## src/design/ebh_consts.vh

```
// Constants for the external bus hold arbiter.
// Assumes inclusion by the arbiter module only.
`ifndef EBH_CONSTS_VH
`define EBH_CONSTS_VH
`define EBH_ACK_MIN_CLK 3'h2
`define EBH_ST_IDLE 3'h0
`define EBH_ST_ENTRY 3'h1
`define EBH_ST_HOLD 3'h2
`define EBH_ST_ACKOFF 3'h3
`define EBH_ST_PRECHG 3'h4
`define EBH_GNT_NONE 3'h0
`define EBH_GNT_REFRESH 3'h1
`define EBH_GNT_DMA 3'h2
`define EBH_GNT_OPERAND 3'h3
`define EBH_GNT_FETCH 3'h4
`define EBH_GNT_HOLD 3'h5
`define EBH_WIDTH_8 2'h0
`define EBH_WIDTH_16 2'h1
`define EBH_WIDTH_32 2'h2
`define EBH_SIZE_BYTE 2'h0
`define EBH_SIZE_HALF 2'h1
`define EBH_SIZE_WORD 2'h2
`endif

```

## src/design/ebh_hold_arbiter.v

```verilog
// External bus hold arbiter: hold request/acknowledge, bus float, priority.
// Assumes the bus controller reports split-access part numbers and idles.
`timescale 1ns/1ps
`default_nettype none
`include "ebh_consts.vh"

// Contract
// - Hold works only when both control pins are set to control function.
// - Sampled low request floats address/data bus and all strobes.
// - Request back high makes the device drive bus and strobes again.
// - While held, internal work goes on; only external accesses stall.
// - Acknowledge goes low no earlier than two clocks after request low.
// - 32-bit bus: no hold inside locked split word or odd halfword parts.
// - 16-bit bus: no hold inside locked split word or odd halfword parts.
// - 8-bit bus: no hold between any parts of word or halfword transfer.
// - No hold between read and write of a bit manipulation sequence.
// - After hold outside HALT the device issues all-bank precharge before own SDRAM use.
// - Reset ignores the hold request; no hold entered.
// - Request held through reset is acknowledged right after release.
// - In STOP or IDLE no new hold is entered; one already entered stays acknowledged until the mode ends.
// - In HALT acknowledge follows request without waiting for cycle end.
// - In HALT request release drops acknowledge and returns to HALT.
// - An idle state is always inserted at hold entry.
// - Floated set includes byte strobes, write enable, io and SDRAM strobes.
// - Hold beats refresh, DMA, operand, fetch, in that order.
module ebh_hold_arbiter (
  input wire clk,
  input wire reset,
  input wire hold_request_n,
  output reg hold_ack_n,
  input wire port_cm_pin_two,
  input wire port_cm_pin_three,
  input wire stopIdleMode,
  input wire haltMode,
  input wire cycleBoundary,
  input wire [1:0] busWidth,
  input wire [1:0] accessSize,
  input wire [1:0] accessAddrLow,
  input wire [1:0] accessPart,
  input wire rmwLock,
  input wire sdramPresent,
  input wire refreshReq,
  input wire dmaReq,
  input wire operandReq,
  input wire fetchReq,
  input wire externalAccessReq,
  output reg [2:0] busGrant,
  output reg externalStall,
  output reg busDriveEn,
  output reg strobeDriveEn,
  output reg idle_cycle_state,
  output reg prechargeAllCmd,
  output reg holdActive
);
  localparam [2:0] ACK_MIN = `EBH_ACK_MIN_CLK;

  reg reqSync1;
  reg reqSync2;
  reg [2:0] state;
  reg [2:0] next_state;
  reg [2:0] reqAge;
  reg busLocked;
  reg holdEnable;
  reg reqActive;

  // Two-flop synchroniser on the pin; only reqSync2 is read
  // Runs through reset so a request held across it is seen at release
  always @(posedge clk) begin
    reqSync1 <= hold_request_n;
    reqSync2 <= reqSync1;
  end

  // Lock windows between parts of a split access
  always @* begin
    busLocked = 1'b0;
    case (busWidth)
      `EBH_WIDTH_32: begin
        if (accessSize == `EBH_SIZE_WORD) begin
          if (accessAddrLow[0]) begin
            busLocked = (accessPart == 2'h1) || (accessPart == 2'h2);
          end else if (accessAddrLow == 2'h2) begin
            busLocked = (accessPart == 2'h1);
          end
        end else if (accessSize == `EBH_SIZE_HALF && accessAddrLow[0]) begin
          busLocked = (accessPart == 2'h1);
        end
      end
      `EBH_WIDTH_16: begin
        if (accessSize == `EBH_SIZE_WORD) begin
          busLocked = (accessPart == 2'h1) || (accessAddrLow[0] && accessPart == 2'h2);
        end else if (accessSize == `EBH_SIZE_HALF && accessAddrLow[0]) begin
          busLocked = (accessPart == 2'h1);
        end
      end
      default: begin
        if (accessSize == `EBH_SIZE_WORD) begin
          busLocked = (accessPart != 2'h0);
        end else if (accessSize == `EBH_SIZE_HALF) begin
          busLocked = (accessPart == 2'h1);
        end
      end
    endcase
    if (rmwLock) begin
      busLocked = 1'b1;
    end
  end

  always @* begin
    holdEnable = port_cm_pin_two && port_cm_pin_three;
    reqActive = holdEnable && !reqSync2 && !stopIdleMode;
  end

  // Request age counter; keeps counting in reset, state stays idle there
  always @(posedge clk) begin
    if (!reqActive) begin
      reqAge <= 3'h0;
    end else if (reqAge != 3'h7) begin
      reqAge <= reqAge + 3'h1;
    end
  end

  always @* begin
    next_state = state;
    case (state)
      `EBH_ST_IDLE: begin
        // HALT needs no cycle boundary; otherwise wait for an unlocked boundary
        if (reqActive && reqAge >= ACK_MIN - 3'h1 && !busLocked && (haltMode || cycleBoundary)) begin
          next_state = `EBH_ST_ENTRY;
        end
      end
      `EBH_ST_ENTRY: begin
        next_state = `EBH_ST_HOLD;
      end
      `EBH_ST_HOLD: begin
        if (!reqActive && !stopIdleMode) begin
          next_state = `EBH_ST_ACKOFF;
        end
      end
      `EBH_ST_ACKOFF: begin
        next_state = (sdramPresent && !haltMode) ? `EBH_ST_PRECHG : `EBH_ST_IDLE;
      end
      `EBH_ST_PRECHG: begin
        next_state = `EBH_ST_IDLE;
      end
      default: begin
        next_state = `EBH_ST_IDLE;
      end
    endcase
  end

  // Request held across reset is seen at once after release
  always @(posedge clk) begin
    if (reset) begin
      state <= `EBH_ST_IDLE;
      hold_ack_n <= 1'b1;
      busDriveEn <= 1'b0;
      strobeDriveEn <= 1'b0;
      idle_cycle_state <= 1'b0;
      prechargeAllCmd <= 1'b0;
      holdActive <= 1'b0;
      externalStall <= 1'b0;
      busGrant <= `EBH_GNT_NONE;
    end else begin
      state <= next_state;
      // Float bus and every strobe from entry until one clock after ack is released
      busDriveEn <= (next_state == `EBH_ST_IDLE) || (next_state == `EBH_ST_PRECHG);
      strobeDriveEn <= (next_state == `EBH_ST_IDLE) || (next_state == `EBH_ST_PRECHG);
      idle_cycle_state <= (next_state == `EBH_ST_ENTRY);
      hold_ack_n <= !(next_state == `EBH_ST_HOLD);
      holdActive <= (next_state != `EBH_ST_IDLE);
      prechargeAllCmd <= (next_state == `EBH_ST_PRECHG);
      // Only external traffic waits; internal work keeps running
      externalStall <= externalAccessReq && (next_state != `EBH_ST_IDLE);
      if (next_state != `EBH_ST_IDLE) begin
        busGrant <= `EBH_GNT_HOLD;
      end else if (refreshReq) begin
        busGrant <= `EBH_GNT_REFRESH;
      end else if (dmaReq) begin
        busGrant <= `EBH_GNT_DMA;
      end else if (operandReq) begin
        busGrant <= `EBH_GNT_OPERAND;
      end else if (fetchReq) begin
        busGrant <= `EBH_GNT_FETCH;
      end else begin
        busGrant <= `EBH_GNT_NONE;
      end
    end
  end
endmodule
`default_nettype wire

```

## config.mk

```make
export PLATFORM = sky130hd
export DESIGN_NAME = ebh_hold_arbiter
export DESIGN_NICKNAME = d
export VERILOG_FILES = /design/src/design/ebh_hold_arbiter.v
export VERILOG_INCLUDE_DIRS = /design/src /design/src/design
export SDC_FILE = /design/constraint.sdc
export NUM_CORES = 1
export LEC_CHECK = 0
export BUFFER_PORTS_ARGS = -buffer_cell sky130_fd_sc_hd__buf_2
export CAP_MARGIN = 20
export CORE_UTILIZATION = 50
export CTS_CLUSTER_DIAMETER = 150
export DETAILED_ROUTE_END_ITERATION = 7
export MAX_ROUTING_LAYER = met4
export PLACE_DENSITY = 0.88
export SLEW_MARGIN = 15
export SYNTH_ARGS = -nofsm -noshare
export SYNTH_HDL_FRONTEND = slang
export SYNTH_SLANG_ARGS = --single-unit
```

## constraint.sdc

```tcl
create_clock -name clk -period 3.6 [get_ports clk]
set_input_delay 0.36 -clock clk [delete_from_list [all_inputs] [get_ports clk]]
set_output_delay 0.36 -clock clk [all_outputs]
set_load 0.02 [all_outputs]
```

### After elaboration in Yosys (flattened, before gate mapping)

Index checks and enable logic that the tools add are counted.

| storage, ports and cells | value |
|---|---|
| flip-flop bits (word level) | 17 |
| latch bits | 0 |
| memory bits (writable) | 0 |
| memory bits (read-only) | 0 |
| input port bits | 23 |
| output and inout bits | 10 |
| word-level logic and storage cells | 72 |
| memories kept | 0 |

| cells by class | value |
|---|---|
| $add $sub $neg | 1 |
| multiply operators | 0 |
| divide/modulo/power cells | 0 |
| $lt $le $gt $ge | 1 |
| equal/unequal tests | 14 |
| shifts and indexed selects | 0 |
| multiplexer cells | 18 |
| bitwise operators | 0 |
| reduce and logical (&&, ||, !) cells | 26 |

Operators with widths:

| kind | count |
|---|---|
| 3-bit 2-to-1 mux | 8 |
| 3-bit case mux with 4 select lines | 1 |
| 1-bit logical AND | 11 |
| 3-bit by 2-bit == test with 1-bit output (second input constant) | 3 |
| 2-bit == test (second input constant) | 4 |
| 1-bit 2-to-1 mux | 8 |
| 2-bit by 1-bit == test with 1-bit output (second input constant) | 3 |
| 3-bit by 1-bit == test with 1-bit output (second input constant) | 2 |
| 1-bit logical NOT | 6 |
| 3-bit logical NOT | 2 |
| 1-bit logical OR | 4 |
| 3-bit by 1-bit adder with 3-bit output (second input constant) | 1 |
| 3-bit == test (second input constant) | 1 |
| 3-bit by 1-bit greater-or-equal comparator with 1-bit output (second input constant) | 1 |
| 3-bit != test (second input constant) | 1 |
| 3-bit nonzero test | 1 |
| 3-bit OR reduction | 1 |
| 1-bit case mux with 2 select lines | 1 |
| 2-bit nonzero test | 1 |

### Longest topological paths before layout

| logic depth | value |
|---|---|
| word-level depth | 13 |
| mapped depth | 7 |
| gate-level depth less buffers | 7 |

### Least setup slack after synthesis

No wires, ideal clock.

| timing | value |
|---|---|
| kind | input port to flip-flop |
| start | input port accessPart[1] |
| end | register busGrant[0] |
| setup time | 70 ps |
| arrival | 1570 ps |
| required time | 3530 ps |
| path slack | 1961 ps |
| cell stages on the path | 7 |
| cells stage by stage | inv_1 > ha_1 > and3b_1 > o31ai_4 > a21oi_2 > or3_1 > a21oi_1 |

| between the ends | value |
|---|---|
| longest elaborated chain between the ends | 13 |
| elaborated cells on any way between the ends | 22 |

RTL lines:

| item | RTL line | text |
|---|---|---|
| start: declaration | ebh_hold_arbiter.v:39 | `input wire [1:0] accessPart,` |
| 2-bit by 1-bit == test with 1-bit output or 2-bit == test (tied branches) | -- |  |
| 1-bit 2-to-1 mux (tied with other cells) | ebh_hold_arbiter.v:81 | `end else if (accessAddrLow == 2'h2) begin` |
| 1-bit 2-to-1 mux or 1-bit logical OR (tied branches) | ebh_hold_arbiter.v:79, ebh_hold_arbiter.v:90 |  |
| 1-bit 2-to-1 mux (on tied branches) | ebh_hold_arbiter.v:78, ebh_hold_arbiter.v:89 |  |
| 1-bit case mux with 2 select lines * | ebh_hold_arbiter.v:76 | `case (busWidth)` |
| 1-bit 2-to-1 mux * | ebh_hold_arbiter.v:103 | `if (rmwLock) begin` |
| 1-bit logical NOT * | ebh_hold_arbiter.v:127 | `if (reqActive && reqAge >= ACK_MIN - 3'h1 && !busLocked && (haltMode \|\| cycleBoundary)) begin` |
| 1-bit logical AND * (2 in series) | ebh_hold_arbiter.v:127 |  |
| 3-bit 2-to-1 mux * | ebh_hold_arbiter.v:127 |  |
| 3-bit case mux with 4 select lines * | ebh_hold_arbiter.v:124 | `case (state)` |
| 3-bit nonzero test (no line) * | -- |  |
| 3-bit 2-to-1 mux * | ebh_hold_arbiter.v:174 | `` if (next_state != `EBH_ST_IDLE) begin `` |
| end signal: assignment | ebh_hold_arbiter.v:175 | `` busGrant <= `EBH_GNT_HOLD; `` |
| end signal: assignment | ebh_hold_arbiter.v:177 | `` busGrant <= `EBH_GNT_REFRESH; `` |
| end signal: assignment | ebh_hold_arbiter.v:179 | `` busGrant <= `EBH_GNT_DMA; `` |
| end: declaration | ebh_hold_arbiter.v:47 | `output reg [2:0] busGrant,` |

Every way passes the cells marked *; elsewhere a longest branch is shown, timed or not.
A chain may end at the register's enable or synchronous reset.

### Final worst setup path

| timing | value |
|---|---|
| start | register reqAge[1] |
| end | register busGrant[2] |

| between the ends | value |
|---|---|
| longest elaborated chain between the ends | 8 |

RTL lines:

| item | RTL line | text |
|---|---|---|
| start: declaration | ebh_hold_arbiter.v:61 | `reg [2:0] reqAge;` |
| start signal: assignment | ebh_hold_arbiter.v:118 | `reqAge <= reqAge + 3'h1;` |
| 3-bit by 1-bit greater-or-equal comparator with 1-bit output | ebh_hold_arbiter.v:127 |  |
| 1-bit logical AND (3 in series) | ebh_hold_arbiter.v:127 |  |
| 3-bit 2-to-1 mux | ebh_hold_arbiter.v:127 |  |
| 3-bit case mux with 4 select lines | ebh_hold_arbiter.v:124 |  |
| 3-bit nonzero test (no line) | -- |  |
| 3-bit 2-to-1 mux | ebh_hold_arbiter.v:174 |  |

Every way passes these cells.

==> flow_results.org <==
** Final layout
- Area occupied by multi-input gates :: 494.2 sq um
- Layout filler cell count :: 133
- Layout cells sized above 1 :: 0.3440
- The number of antenna diodes in the final layout is 0.
- Sequential cell area :: 340.3 sq um
- Layout Area Growth over Synthesis :: 20.88%
- In the final design database the tool counted 157 nets.
- Final core utilization :: 0.6754

** Setup path
- Chain of cells forming the critical path :: inv_1 -> ha_1 -> nor4_1 -> nor2_1 -> a31oi_1 -> nor4_2 -> a31o_1
- Category of the most critical setup path :: reg -> reg
- In this run the register-to-register setup slack is 2.01 ns.
- WP data arrival :: 1.79 ns
- Worst reg2reg startpoint :: reqAge[1]$_SDFFE_PN0P_
- In this run the worst setup path terminates at busGrant[2]$_SDFF_PP0_.
- Among all stages on the critical path, the largest delay is contributed by dfxtp_1.
- Tracing the worst setup path back leads to its startpoint at reqAge[1]$_SDFFE_PN0P_.
- Setup crit end kind :: flip-flop
- Of all nets on the critical path, the largest fanout is 4.
- Launching element type of the critical path :: flip-flop
- Data required time of the worst path :: 3.79 ns
- The endpoint identified for the worst register-to-register timing path is busGrant[2]$_SDFF_PP0_.
- Highest cell delay on the worst timing path :: 0.39 ns
- Worst Reg2Reg Path Length in Cells :: 7

** Power and ir drop
- VDD sags by at most 245.8 uV.
- Power Density :: 320.9 nW/um^2
- P_leak :: 0.4974 nW

** STA
- The worst path needs 1.592 ns of the cycle, external delays included.
- In the finished design, the share of the clock period the worst path needs comes to 0.4421.
- Maximum clock rate :: 0.6283 GHz
- At the pin with the least slew margin, the transition time is 0.3565 ns.
- Worst slew margin relative to its limit :: 0.7620
- Number of endpoints with negative hold slack in the final report :: 0
- Unrepaired setup endpoints after global routing :: no
- Setup violations remaining at the end of the flow were counted as 0.
- Max Transition Viols Final :: 0
- For the final routed database, the setup TNS stands at 0 ns.
- Clock Skew :: 0.005444 ns

** Clocking
- Count of H-tree levels built during CTS :: 1
- Counting the buffers created by CTS gives 3.
- Clock transition at the registers of the reported paths :: 0.10 ns
- TritonCTS clock tree :: yes
- Post-CTS timing repair inserted 0 buffers for setup.
- Buffer depth of the longest clock path :: 2
- Cts repair resizes :: 0
- Hold repair after CTS inserted 0 buffers.
- CTS placed an instance of clkbuf_4 at the clock tree root.
- TritonCTS Sinks :: 17
- Clock latency on the worst-skew pair, taken at its later pin, is 0.29 ns.

** Routing
- In this run, the number of DRC markers left after iteration 0 of detailed routing was 17.
- After detailed routing, the average wire length per cell comes to 11.75 um.
- For this run, the detailed router's first-pass iteration total came to 6.
- Post-Route WL :: 1.657 mm
- Remaining DRCs :: 0
- Via density :: 5.518
- Antenna viol nets, final :: 0
- The routed layout has 778 vias.

** Synthesis
- Yosys mapped the design onto 37 distinct sky130hd cell types.
- For this run, the number of Yosys warnings is 0.
- Counting flops with a built-in enable in the synthesized netlist gives 0.
- The share of synthesized area in the top cell type comes to 0.3864.
- Of all flip-flops after synthesis, the portion carrying an async set or reset was 0.
- Total standard cell area after synthesis :: 880.8 sq um
- Sorting the synthesized cells by how often they occur yields 17 x dfxtp_1, 9 x nor2_1, 8 x ha_1, 5 x inv_1.
- Sequential element share of the synthesized area :: 0.3864
- A synthesized cell averages 9.574 sq um.
- Cell taking the most area after synthesis :: dfxtp_1
- Main synth FF type :: dfxtp_1
- Synthesis produced a netlist whose cell count is 92.
- Most numerous cell in the Yosys netlist :: dfxtp_1
- By area the synthesized netlist is led by dfxtp_1 39%, ha_1 11%, nor2_1 3.8%.
- The number of nets in the synthesized netlist is 123.
- Total of flip-flops plus latches after synthesis :: 17

** Run
- Max-cap viol count :: 0

** Placed design
- Global placer's final weighted congestion :: 0.7945
- IO buf count :: 32
- Summed over all nets, the half-perimeter wirelength after detailed placement is 1.367 mm.

** Global routing
- Wire length of the first global-routing pass :: 2.918 mm
- Largest net degree at the start of global routing :: 11
- The total overflow left after global routing is 0.
- The via count of the first global-routing pass is 767.
- For this run, the total global-route usage over all layers was measured as 0.2088.
- The initial antenna violation count came to 0.

** Floorplan
- Total I/O pin count :: 33
- The region available for standard cell placement spans 1577 sq um.
- From bottom edge to top edge, the die measures 43.97 um.
- Rows :: 14
- Total die area :: 1933 sq um
- Die boundary width :: 43.97 um
- Initial Utilization :: 0.5587

** Min path
- Along the worst hold path, the cell count comes to 1.
- Hold Crit Class :: in -> reg

** Status
- The flow ran to the end, and the final reports show no timing, DRC or antenna violations.
==> metal layers <==
metal | up-vias | GRT usage | part of all wire
met1 | 350 | 0.2154 | 0.41
met5 | - | - | 0
met4 | 0 | 0.07273 | 0.010
met3 | 2 | 0.07083 | 0.051
met2 | 26 | 0.3672 | 0.52
li1 | 400 | - | -
==> cell type report <==
cell class              count  area share
flip-flops and latches     17      0.3196
repair buffers             32      0.1504
well taps                  16     0.01880
clock inverters             1    0.004700
inverters                   6     0.02115
multi-input cells          66      0.4642
clock buffers               3     0.02115
==> worst min-delay path by stage <==
stage	from	end	slack [ns]
6_report	hold_request_n	reqSync1$_DFF_P_	0.17
5_1_grt	hold_request_n	reqSync1$_DFF_P_	0.15
4_1_cts	hold_request_n	reqSync1$_DFF_P_	0.16
3_5_place_dp	reqSync1$_DFF_P_	reqSync2$_DFF_P_	0.32
3_3_place_gp	reqSync1$_DFF_P_	reqSync2$_DFF_P_	0.31
2_1_floorplan	reqSync1$_DFF_P_	reqSync2$_DFF_P_	0.31
==> worst max-delay path, delay by kind of cell, from the launching register on <==
family	cells	cell delay, ns
adder cells (fa/ha/maj)	1	0.18
flip-flops	1	0.39
buffers and inverters	1	0.06
AND/OR/NAND/NOR	3	0.45
AO/OA/AOI/OAI	2	0.42
==> state kept, by name (all words and copies together), names as in the netlist <==
name / count
reqSync2: 1
strobeDriveEn: 1
state: 3
prechargeAllCmd: 1
idle_cycle_state: 1
holdActive: 1
externalStall: 1
busGrant: 3
reqAge: 3
hold_ack_n: 1
reqSync1: 1
==> power by group <==
group	total, mW	internal, mW	switching, mW
registers	0.193	0.192	0.00150
logic	0.0470	0.0219	0.0251
clock network	0.101	0.0413	0.0600
total	0.342	0.255	0.0866
==> per-stage QoR <==
stage | setup WS, ns | cell area [sq um] | hold slack (ns) | cells | power (mW)
3_5_place_dp | 1.747 | 1037 | 0.3185 | 137 | 0.2449
5_1_grt | 1.887 | 1065 | 0.1466 | 141 | 0.3615
6_report | 2.008 | 1065 | 0.1685 | 141 | 0.3417
3_3_place_gp | 1.827 | 1037 | 0.3139 | 137 | 0.2429
2_1_floorplan | 1.961 | 880.8 | 0.3096 | 92 | 0.2256
4_1_cts | 1.994 | 1065 | 0.1627 | 141 | 0.3453
==> cells by family (layout without fill, tap and decap cells) <==
family                     count (synthesis)  after routing  synth area share
and+or+nand+nor                           37             37            0.2642
AOI/OAI and AO/OA                         18             18            0.1520
DFF                                       17             17            0.3864
buffers and inverters                      9             42           0.05255
adders and majority gates                  8              8            0.1136
xor gates and xnor gates                   2              2           0.01989
muxes                                      1              1           0.01136
==> cell usage in the layout (no fill, tap or decap), drive strengths merged <==
cell type and count:
nand3b 1, a21oi 5, dfxtp 17, or3 1
nand4b 1, and2 2, o21ai 4, ha 8
nand3 2, o21a 1, inv 6, nor3 4
nand2b 2, a31o 1, nand2 2, o31ai 2
nor3b 1, nand4bb 2, and3b 2, clkinv 1
clkbuf 3, or4 1, xor2 1, a21o 2
a211oi 1, buf 32, nor2b 1, mux2i 1
a31oi 2, nor2 9, nor4 6, xnor2 1
Note: power is estimated with default switching activity, not from simulation.
